File: src/rtl/tmr_cfg.svh
/*
 * constants for the dual timer/counter: register addresses, bit positions,
 * reset values and the machine-cycle prescale.
 * assumes an 8-bit special function register port and one processor clock.
 */
`ifndef TMR_CFG_SVH
`define TMR_CFG_SVH

// register addresses on the special function register port
`define TMR_ADDR_RUN_CTRL 8'h88
`define TMR_ADDR_MODE_SEL 8'h89
`define TMR_ADDR_T0_LOW 8'h8a
`define TMR_ADDR_T1_LOW 8'h8b
`define TMR_ADDR_T0_HIGH 8'h8c
`define TMR_ADDR_T1_HIGH 8'h8d

// reset values
`define TMR_RST_BYTE 8'h00

// timer_run_control bit positions
`define TMR_RUN0_BIT 4
`define TMR_OVF0_BIT 5
`define TMR_RUN1_BIT 6
`define TMR_OVF1_BIT 7

// timer_mode_select fields: timer 0 in the low nibble, timer 1 in the high one
`define TMR_T0_MODE_LSB 0
`define TMR_T0_SRC_BIT 2
`define TMR_T1_MODE_LSB 4
`define TMR_T1_SRC_BIT 6

// one machine cycle is twelve processor clock periods
`define TMR_CLKS_PER_MC 12
`define TMR_PRE_LAST 4'hb
`define TMR_PRE_ZERO 4'h0
`define TMR_PRE_ONE 4'h1

// thirteen-bit mode keeps the three top bits of the low byte at zero
`define TMR_LOW_KEEP 8'h1f
`define TMR_ALL_ONES 8'hff

`endif

File: src/rtl/tmr_pkg.sv
/*
 * types shared by the dual timer/counter modules.
 * assumes nothing beyond the constants header.
 */
package tmr_pkg;

    // two mode bits per timer
    typedef enum logic [1:0] {
        TMR_MODE_13BIT,
        TMR_MODE_16BIT,
        TMR_MODE_RELOAD8,
        TMR_MODE_SPLIT
    } tmr_mode_e;

endpackage : tmr_pkg

File: src/rtl/tmr_edge_det.sv
/*
 * falling-edge detector for one external count input.
 * assumes the pin is asynchronous to clk and mc_tick pulses once per
 * machine cycle; each level must stand at least one machine cycle.
 */
`timescale 1ns/1ps
`include "tmr_cfg.svh"

module tmr_edge_det (
    input wire logic clk,
    input wire logic rstn,
    input wire logic pin,
    input wire logic mc_tick,
    output logic fall
);

    logic sync1;
    logic sync2;
    logic sync3;
    logic level;
    logic sample;

    ////////////////////////////////////////////////////////////////////////////
    // three-stage synchroniser; the first stage feeds only the second
    always_ff @(posedge clk or negedge rstn) begin
        if (!rstn) begin
            sync1 <= 1'b1;
            sync2 <= 1'b1;
            sync3 <= 1'b1;
        end else begin
            sync1 <= pin;
            sync2 <= sync1;
            sync3 <= sync2;
        end
    end

    // a change is accepted once stages two and three agree
    always_ff @(posedge clk or negedge rstn) begin
        if (!rstn) begin
            level <= 1'b1;
        end else if (sync2 == sync3) begin
            level <= sync3;
        end
    end

    ////////////////////////////////////////////////////////////////////////////
    // sample once per machine cycle; a 1 then 0 sample pair is an edge
    always_ff @(posedge clk or negedge rstn) begin
        if (!rstn) begin
            sample <= 1'b1;
            fall <= 1'b0;
        end else begin
            fall <= mc_tick & sample & ~level;
            if (mc_tick) begin
                sample <= level;
            end
        end
    end

endmodule : tmr_edge_det

File: src/rtl/tmr_timers.sv
/*
 * two timer/counters with four modes each, reached through the special
 * function register port of the processor core.
 * assumes clk is the processor clock and the count inputs are asynchronous.
 */
// What this block does
// - two mode bits select one of four modes
// - 13-bit mode: low five bits plus high byte
// - reload mode: high byte holds reload value only
// - reload mode: low byte overflow reloads from high
// - timer 1 mode 3 stops and holds
// - timer 0 mode 3 splits into two 8-bit
// - timer counts once every twelve clocks
// - counter counts detected falling input edges
// - count only while own run bit is set; timer 0 split high half uses timer 1's
`timescale 1ns/1ps
`include "tmr_cfg.svh"

module tmr_timers (
    input wire logic clk,
    input wire logic rstn,
    input wire logic [7:0] sfr_addr,
    input wire logic sfr_wr,
    input wire logic [7:0] sfr_wdata,
    output logic [7:0] sfr_rdata,
    input wire logic timer0_count_input,
    input wire logic timer1_count_input
);

    logic [7:0] timer_run_control;
    logic [7:0] timer_mode_select;
    logic [7:0] timer0_count_low;
    logic [7:0] timer0_count_high;
    logic [7:0] timer1_count_low;
    logic [7:0] timer1_count_high;
    logic [3:0] prescale;
    logic mc_tick;
    logic fall0;
    logic fall1;
    tmr_pkg::tmr_mode_e mode0;
    tmr_pkg::tmr_mode_e mode1;
    logic inc0;
    logic inc1;
    logic inc0_high;
    logic [17:0] next_t0;
    logic [17:0] next_t1;
    logic wr_ctrl;
    logic wr_t0_low;
    logic wr_t0_high;
    logic wr_t1_low;
    logic wr_t1_high;

    // one step of a timer: returns {high overflow, low overflow, high, low}
    function automatic logic [17:0] tmr_step(input tmr_pkg::tmr_mode_e mode, input logic [7:0] low,
                                             input logic [7:0] high, input logic inc, input logic inc_high,
                                             input logic may_split);
        logic [13:0] sum13;
        logic [16:0] sum16;
        logic [8:0] sum_low;
        logic [8:0] sum_high;
        sum13 = {1'b0, high, low[4:0]} + 14'h0001;
        sum16 = {1'b0, high, low} + 17'h00001;
        sum_low = {1'b0, low} + 9'h001;
        sum_high = {1'b0, high} + 9'h001;
        tmr_step = {2'b00, high, low};
        case (mode)
            tmr_pkg::TMR_MODE_13BIT: begin
                // upper three low-byte bits kept at zero, wraps after all ones
                tmr_step = {2'b00, high, low & `TMR_LOW_KEEP};
                if (inc) begin
                    tmr_step = {1'b0, sum13[13], sum13[12:5], 3'b000, sum13[4:0]};
                end
            end
            tmr_pkg::TMR_MODE_16BIT: begin
                if (inc) begin
                    tmr_step = {1'b0, sum16[16], sum16[15:0]};
                end
            end
            tmr_pkg::TMR_MODE_RELOAD8: begin
                // high byte never counts, it only feeds the reload
                if (inc) begin
                    tmr_step = {1'b0, sum_low[8], high, sum_low[8] ? high : sum_low[7:0]};
                end
            end
            tmr_pkg::TMR_MODE_SPLIT: begin
                // only timer 0 may split; timer 1 holds its value
                if (may_split) begin
                    tmr_step = {inc_high & sum_high[8], inc & sum_low[8],
                                inc_high ? sum_high[7:0] : high, inc ? sum_low[7:0] : low};
                end
            end
            default: tmr_step = {2'b00, high, low};
        endcase
    endfunction : tmr_step

    ////////////////////////////////////////////////////////////////////////////
    // machine-cycle prescaler
    always_ff @(posedge clk or negedge rstn) begin
        if (!rstn) begin
            prescale <= `TMR_PRE_ZERO;
        end else if (prescale == `TMR_PRE_LAST) begin
            prescale <= `TMR_PRE_ZERO;
        end else begin
            prescale <= prescale + `TMR_PRE_ONE;
        end
    end

    assign mc_tick = (prescale == `TMR_PRE_LAST);

    // external count inputs
    tmr_edge_det u_edge0 (
        .clk(clk),
        .rstn(rstn),
        .pin(timer0_count_input),
        .mc_tick(mc_tick),
        .fall(fall0)
    );

    tmr_edge_det u_edge1 (
        .clk(clk),
        .rstn(rstn),
        .pin(timer1_count_input),
        .mc_tick(mc_tick),
        .fall(fall1)
    );

    ////////////////////////////////////////////////////////////////////////////
    // count enables: run bit gates, source bit picks clock or input edge
    assign mode0 = tmr_pkg::tmr_mode_e'(timer_mode_select[`TMR_T0_MODE_LSB +: 2]);
    assign mode1 = tmr_pkg::tmr_mode_e'(timer_mode_select[`TMR_T1_MODE_LSB +: 2]);
    assign inc0 = timer_run_control[`TMR_RUN0_BIT] &
                  (timer_mode_select[`TMR_T0_SRC_BIT] ? fall0 : mc_tick);
    assign inc1 = timer_run_control[`TMR_RUN1_BIT] &
                  (timer_mode_select[`TMR_T1_SRC_BIT] ? fall1 : mc_tick);
    // split high half of timer 0 always times, under timer 1's run bit
    assign inc0_high = timer_run_control[`TMR_RUN1_BIT] & mc_tick;

    assign next_t0 = tmr_step(mode0, timer0_count_low, timer0_count_high, inc0, inc0_high, 1'b1);
    assign next_t1 = tmr_step(mode1, timer1_count_low, timer1_count_high, inc1, 1'b0, 1'b0);

    // register write decode
    assign wr_ctrl = sfr_wr && (sfr_addr == `TMR_ADDR_RUN_CTRL);
    assign wr_t0_low = sfr_wr && (sfr_addr == `TMR_ADDR_T0_LOW);
    assign wr_t0_high = sfr_wr && (sfr_addr == `TMR_ADDR_T0_HIGH);
    assign wr_t1_low = sfr_wr && (sfr_addr == `TMR_ADDR_T1_LOW);
    assign wr_t1_high = sfr_wr && (sfr_addr == `TMR_ADDR_T1_HIGH);

    ////////////////////////////////////////////////////////////////////////////
    // control register; an overflow in the write cycle still sets its flag
    always_ff @(posedge clk or negedge rstn) begin
        if (!rstn) begin
            timer_run_control <= `TMR_RST_BYTE;
        end else begin
            if (wr_ctrl) begin
                timer_run_control <= sfr_wdata;
            end
            if (next_t0[16]) begin
                timer_run_control[`TMR_OVF0_BIT] <= 1'b1;
            end
            // timer 1 flag goes to the split high half while timer 0 splits
            if ((mode0 == tmr_pkg::TMR_MODE_SPLIT) ? next_t0[17] : next_t1[16]) begin
                timer_run_control[`TMR_OVF1_BIT] <= 1'b1;
            end
        end
    end

    // mode register
    always_ff @(posedge clk or negedge rstn) begin
        if (!rstn) begin
            timer_mode_select <= `TMR_RST_BYTE;
        end else if (sfr_wr && (sfr_addr == `TMR_ADDR_MODE_SEL)) begin
            timer_mode_select <= sfr_wdata;
        end
    end

    // timer 0 count; a software write wins over counting
    always_ff @(posedge clk or negedge rstn) begin
        if (!rstn) begin
            timer0_count_low <= `TMR_RST_BYTE;
            timer0_count_high <= `TMR_RST_BYTE;
        end else begin
            timer0_count_low <= wr_t0_low ? sfr_wdata : next_t0[7:0];
            timer0_count_high <= wr_t0_high ? sfr_wdata : next_t0[15:8];
        end
    end

    // timer 1 count
    always_ff @(posedge clk or negedge rstn) begin
        if (!rstn) begin
            timer1_count_low <= `TMR_RST_BYTE;
            timer1_count_high <= `TMR_RST_BYTE;
        end else begin
            timer1_count_low <= wr_t1_low ? sfr_wdata : next_t1[7:0];
            timer1_count_high <= wr_t1_high ? sfr_wdata : next_t1[15:8];
        end
    end

    ////////////////////////////////////////////////////////////////////////////
    // read data, registered; unmapped addresses read zero
    always_ff @(posedge clk or negedge rstn) begin
        if (!rstn) begin
            sfr_rdata <= `TMR_RST_BYTE;
        end else begin
            case (sfr_addr)
                `TMR_ADDR_RUN_CTRL: sfr_rdata <= timer_run_control;
                `TMR_ADDR_MODE_SEL: sfr_rdata <= timer_mode_select;
                `TMR_ADDR_T0_LOW: sfr_rdata <= timer0_count_low;
                `TMR_ADDR_T1_LOW: sfr_rdata <= timer1_count_low;
                `TMR_ADDR_T0_HIGH: sfr_rdata <= timer0_count_high;
                `TMR_ADDR_T1_HIGH: sfr_rdata <= timer1_count_high;
                default: sfr_rdata <= `TMR_RST_BYTE;
            endcase
        end
    end

    logic no_wr0;
    logic no_wr1;
    assign no_wr0 = !wr_t0_low && !wr_t0_high;
    assign no_wr1 = !wr_t1_low && !wr_t1_high;
endmodule : tmr_timers

File: config.mk
export PLATFORM = sky130hd
export DESIGN_NAME = tmr_timers
export DESIGN_NICKNAME = d
export VERILOG_FILES = /design/src/rtl/tmr_pkg.sv /design/src/rtl/tmr_edge_det.sv /design/src/rtl/tmr_timers.sv
export VERILOG_INCLUDE_DIRS = /design/src /design/src/rtl
export SDC_FILE = /design/constraint.sdc
export NUM_CORES = 1
export LEC_CHECK = 0
export BUFFER_PORTS_ARGS = -buffer_cell sky130_fd_sc_hd__buf_4
export CAP_MARGIN = 20
export CELL_PAD_IN_SITES_DETAIL_PLACEMENT = 1
export CELL_PAD_IN_SITES_GLOBAL_PLACEMENT = 1
export CORE_MARGIN = 3
export CORE_UTILIZATION = 42
export CTS_BUF_LIST = sky130_fd_sc_hd__clkbuf_4 sky130_fd_sc_hd__clkbuf_8
export DETAILED_ROUTE_END_ITERATION = 7
export GPL_TIMING_DRIVEN = 0
export PLACE_DENSITY = 0.74
export RECOVER_POWER = 25
export SLEW_MARGIN = 20
export SYNTH_ARGS = -nofsm -noshare
export SYNTH_HDL_FRONTEND = slang
export SYNTH_SLANG_ARGS = --single-unit
File: constraint.sdc
create_clock -name clk -period 3 [get_ports clk]
set_clock_uncertainty 0.2 [all_clocks]
set_input_delay 0.45 -clock clk [delete_from_list [all_inputs] [get_ports clk]]
set_output_delay 0.45 -clock clk [all_outputs]
set_load 0.005 [all_outputs]
==> run metrics <==
area of the placeable core 0.01152 mm²; sequential cell area 0.001814 mm²; Mapped Area 0.004996 mm²; via count 4,919; final count of hold timing violations 0; chip height 115.1 µm; critical path startpoint prescale[0]; f_max 346.7 MHz; wire length of the first global-routing pass 28.62 mm; fraction of final layout cells with drive strength greater than 1 0.1675; Cell variety after synth 76; largest net degree at the start of global routing 73; number of DRC violations after detailed routing 0; detailed placement HPWL 12.86 mm; number of instances in the synthesized netlist 569; Synth async-reset ratio 1.000; xor and xnor area share after synthesis 0.01753; post-synthesis mux area share 0.07137; period utilization 0.9615; Root Buffer Master clkbuf_8; Main synth FF type dfrtp_1; Die Footprint 0.01324 mm²; Synth Area in Compound Gates 0.2497; via count of the first global-routing pass 4,923; Layout Nets 639; routed wirelength normalized by instance count 23.64 µm; Pre-Repair DR Iteration Count 5; P per Cell Area 507.3 mW/mm²; site row count 39; unrepaired setup endpoints after global routing false; Synth Net Count 598; IO Port Bufs 28; final WL 17.92 mm; FF-to-FF Start prescale[0]; cell type with the highest aggregate area in the netlist dfrtp_1; number of diodes 0; Critical-path top delay cell o21ai_0; post-synthesis sequential area ratio 0.3631; relative max-transition margin -0.2350; post-synthesis sequential element count 72; number of CTS-inserted buffers 9; share of the synthesized area in the top cell type 0.3105; most area-consuming cells after synthesis dfrtp_1 (31%), dfstp_2 (5.3%), mux2_2 (4.7%); final critical path time including I/O delays and setup 2.885 ns; required time at the endpoint of the critical path 3.07 ns; combinational family with the most area after synthesis compound AO/OA/AOI/OAI gates; reported max-cap violation count 1; post-CTS setup buffers 0; H-Tree Level Count 3; YS warnings 0; layout-stage area growth over the synthesis result 13.02%; number of resized instances in the post-cts repair step 0; cell chain of the critical path ha_1 -> and4bb_2 -> o21ai_0 -> buf_2 -> o21bai_1 -> a22oi_1 -> a21oi_1; clock transition time at the flip-flop clock pins of the worst setup and hold paths 0.09 ns; Worst Tran Pin Value 1.853 ns; synthesized-area fraction occupied by and/or/nand/nor cells 0.2264; total gr overflow 0; critical path capture point type flip-flop; Final Cell Area 0.005647 mm²; final RePlAce weighted congestion 0.9428; status complete, but fails checks; setup violation total in the final timing report 0; number of design-rule violations left by the first detailed-router iteration 415; data arrival time of the critical path 2.96 ns; routed vias/inst 6.489; worst min-delay path category reg2reg; failing checks capacitance limit, slew limit; critical path class reg2reg; io pins 29; Setup crit start kind flip-flop; Max FO, Critical Path 10; worst skew pair latency 0.39 ns; total area of multi-input combinational cells 0.002943 mm²; launch point of the worst hold path u_edge0.sync1; worst ir drop on vdd 0.0002941 V; TritonCTS clock tree built; # clock sinks 72; buffers from clock root to sink, at most 2; Power Total 0.002864 W; Leakage 2.212 nW; Horiz. Die Dim 115.1 µm; number of antenna violations at the first check in global routing 0; fillers 1,396; number of enable flip-flop cells after synthesis 0; mean cell area of the mapped netlist 8.780 µm²; synthesized-area fraction occupied by adder cells 0.02404; cell area after placement 0.005385 mm²; Slew Viols, Final 73; hold slack 0.1460 ns; stage delay of the slowest cell on the critical path 0.73 ns; number of antenna-violating nets in the routed design 0; combined global-route utilization of all metal layers 0.2853; effective utilization at floorplan 0.4338; Total Neg Setup Slack 0 ns
cell usage after synthesis (8+ instances only):
library cell and n:
nand2_1 41, o21ai_0 37, nor3_1 19, and3_1 15, mux2i_1 12, mux2_2 21, buf_2 10, nor2_1 40
inv_1 15, dfstp_2 10, o211ai_1 8, nand3_1 23, clkbuf_1 25, a21oi_1 33, a31oi_1 24, ha_1 8
dfrtp_1 62, nand4_1 9, a211oi_1 12
cell type report:
cell class | count | area share
plain buffers | 40 | 0.03235
clock buffers | 9 | 0.02194
clock inverters | 7 | 0.02127
well taps | 143 | 0.03169
inverters | 15 | 0.009971
repair buffers | 30 | 0.04033
flip-flops and latches | 72 | 0.3213
multi-input cells | 442 | 0.5212
critical path: cells and delay by family, from the launching register on:
kind                     cells  cell delay (ns)
flip-flops                   1             0.40
AO/OA/AOI/OAI                4             1.24
AND/OR/NAND/NOR              1             0.30
buffers and inverters        1             0.36
adder cells (fa/ha/maj)      1             0.26
registers in the layout, summed over array words and instances (netlist names):
name	flops
timer1_count_high	8
prescale	4
sfr_rdata	8
timer_run_control	8
u_edge0.sync1	1
u_edge0.level	1
u_edge1.sync2	1
timer1_count_low	8
u_edge0.sync2	1
u_edge0.sync3	1
u_edge1.sync3	1
timer_mode_select	8
timer0_count_high	8
u_edge0.sample	1
u_edge1.fall	1
u_edge0.fall	1
u_edge1.sample	1
u_edge1.level	1
u_edge1.sync1	1
timer0_count_low	8
per-stage QoR:
step | cells | util | worst slack, ns
finish | 758 | 0.4903 | 0.1155
global route | 758 | 0.4903 | 0.06339
CTS | 758 | 0.4905 | 0.2145
detailed placement | 740 | 0.4676 | 0.2204
global placement | 740 | 0.4676 | 0.2167
floorplan | 569 | - | 0.6499
kinds of logic after synthesis:
logic type	Yosys count
buf+inv	55
mux	33
compound gates	187
simple gates	202
xor+xnor	10
fa+ha+maj	10
flops	72
power breakdown:
group / leakage [nW] / internal [W] / total (W) / switching, W
Combinational: 1.22 / 0.000249 / 0.000692 / 0.000443
Clock: 0.119 / 0.000553 / 0.000978 / 0.000425
Sequential: 0.877 / 0.00107 / 0.00119 / 0.000124
final timing paths:
check	to	slack, ns	cells after the start
worst max-delay path	timer0_count_high[4]	0.12	7
worst min-delay path	u_edge0.sync2	0.15	0
worst max register to register	timer0_count_high[4]	0.12	7
worst min register to register	u_edge0.sync2	0.15	0
max in group asynchronous	prescale[0]	1.13	1
min in group asynchronous	timer0_count_low[4]	0.36	1
placed cells by master (no fill, tap or decap), types with 9 or more instances in the layout:
cell       n
clkbuf_8   9
nor2_1    40
nor3_1    19
a31oi_1   24
a21oi_1   33
nand4_1    9
clkbuf_1  25
o21ai_0   37
mux2i_1   12
and3_1    15
inv_1     15
nand2_1   41
buf_4     27
mux2_2    21
nand3_1   23
buf_2     10
dfrtp_1   62
a211oi_1  12
timing repair:
item	in CTS	in global routing
endpoints found under the setup margin	0	0
hold buffers	2	0
hold endpoints to repair	2	0
layer usage:
metal / vias up / routed length [µm] / GRT usage
met4: 0 / 458 / 0.1017
li1: 2249 / - / -
met3: 30 / 1147 / 0.06053
met5: - / 0 / 0
met1: 2469 / 8302 / 0.4109
met2: 171 / 8013 / 0.4232
No activity file was read; power rests on OpenSTA's default activity.
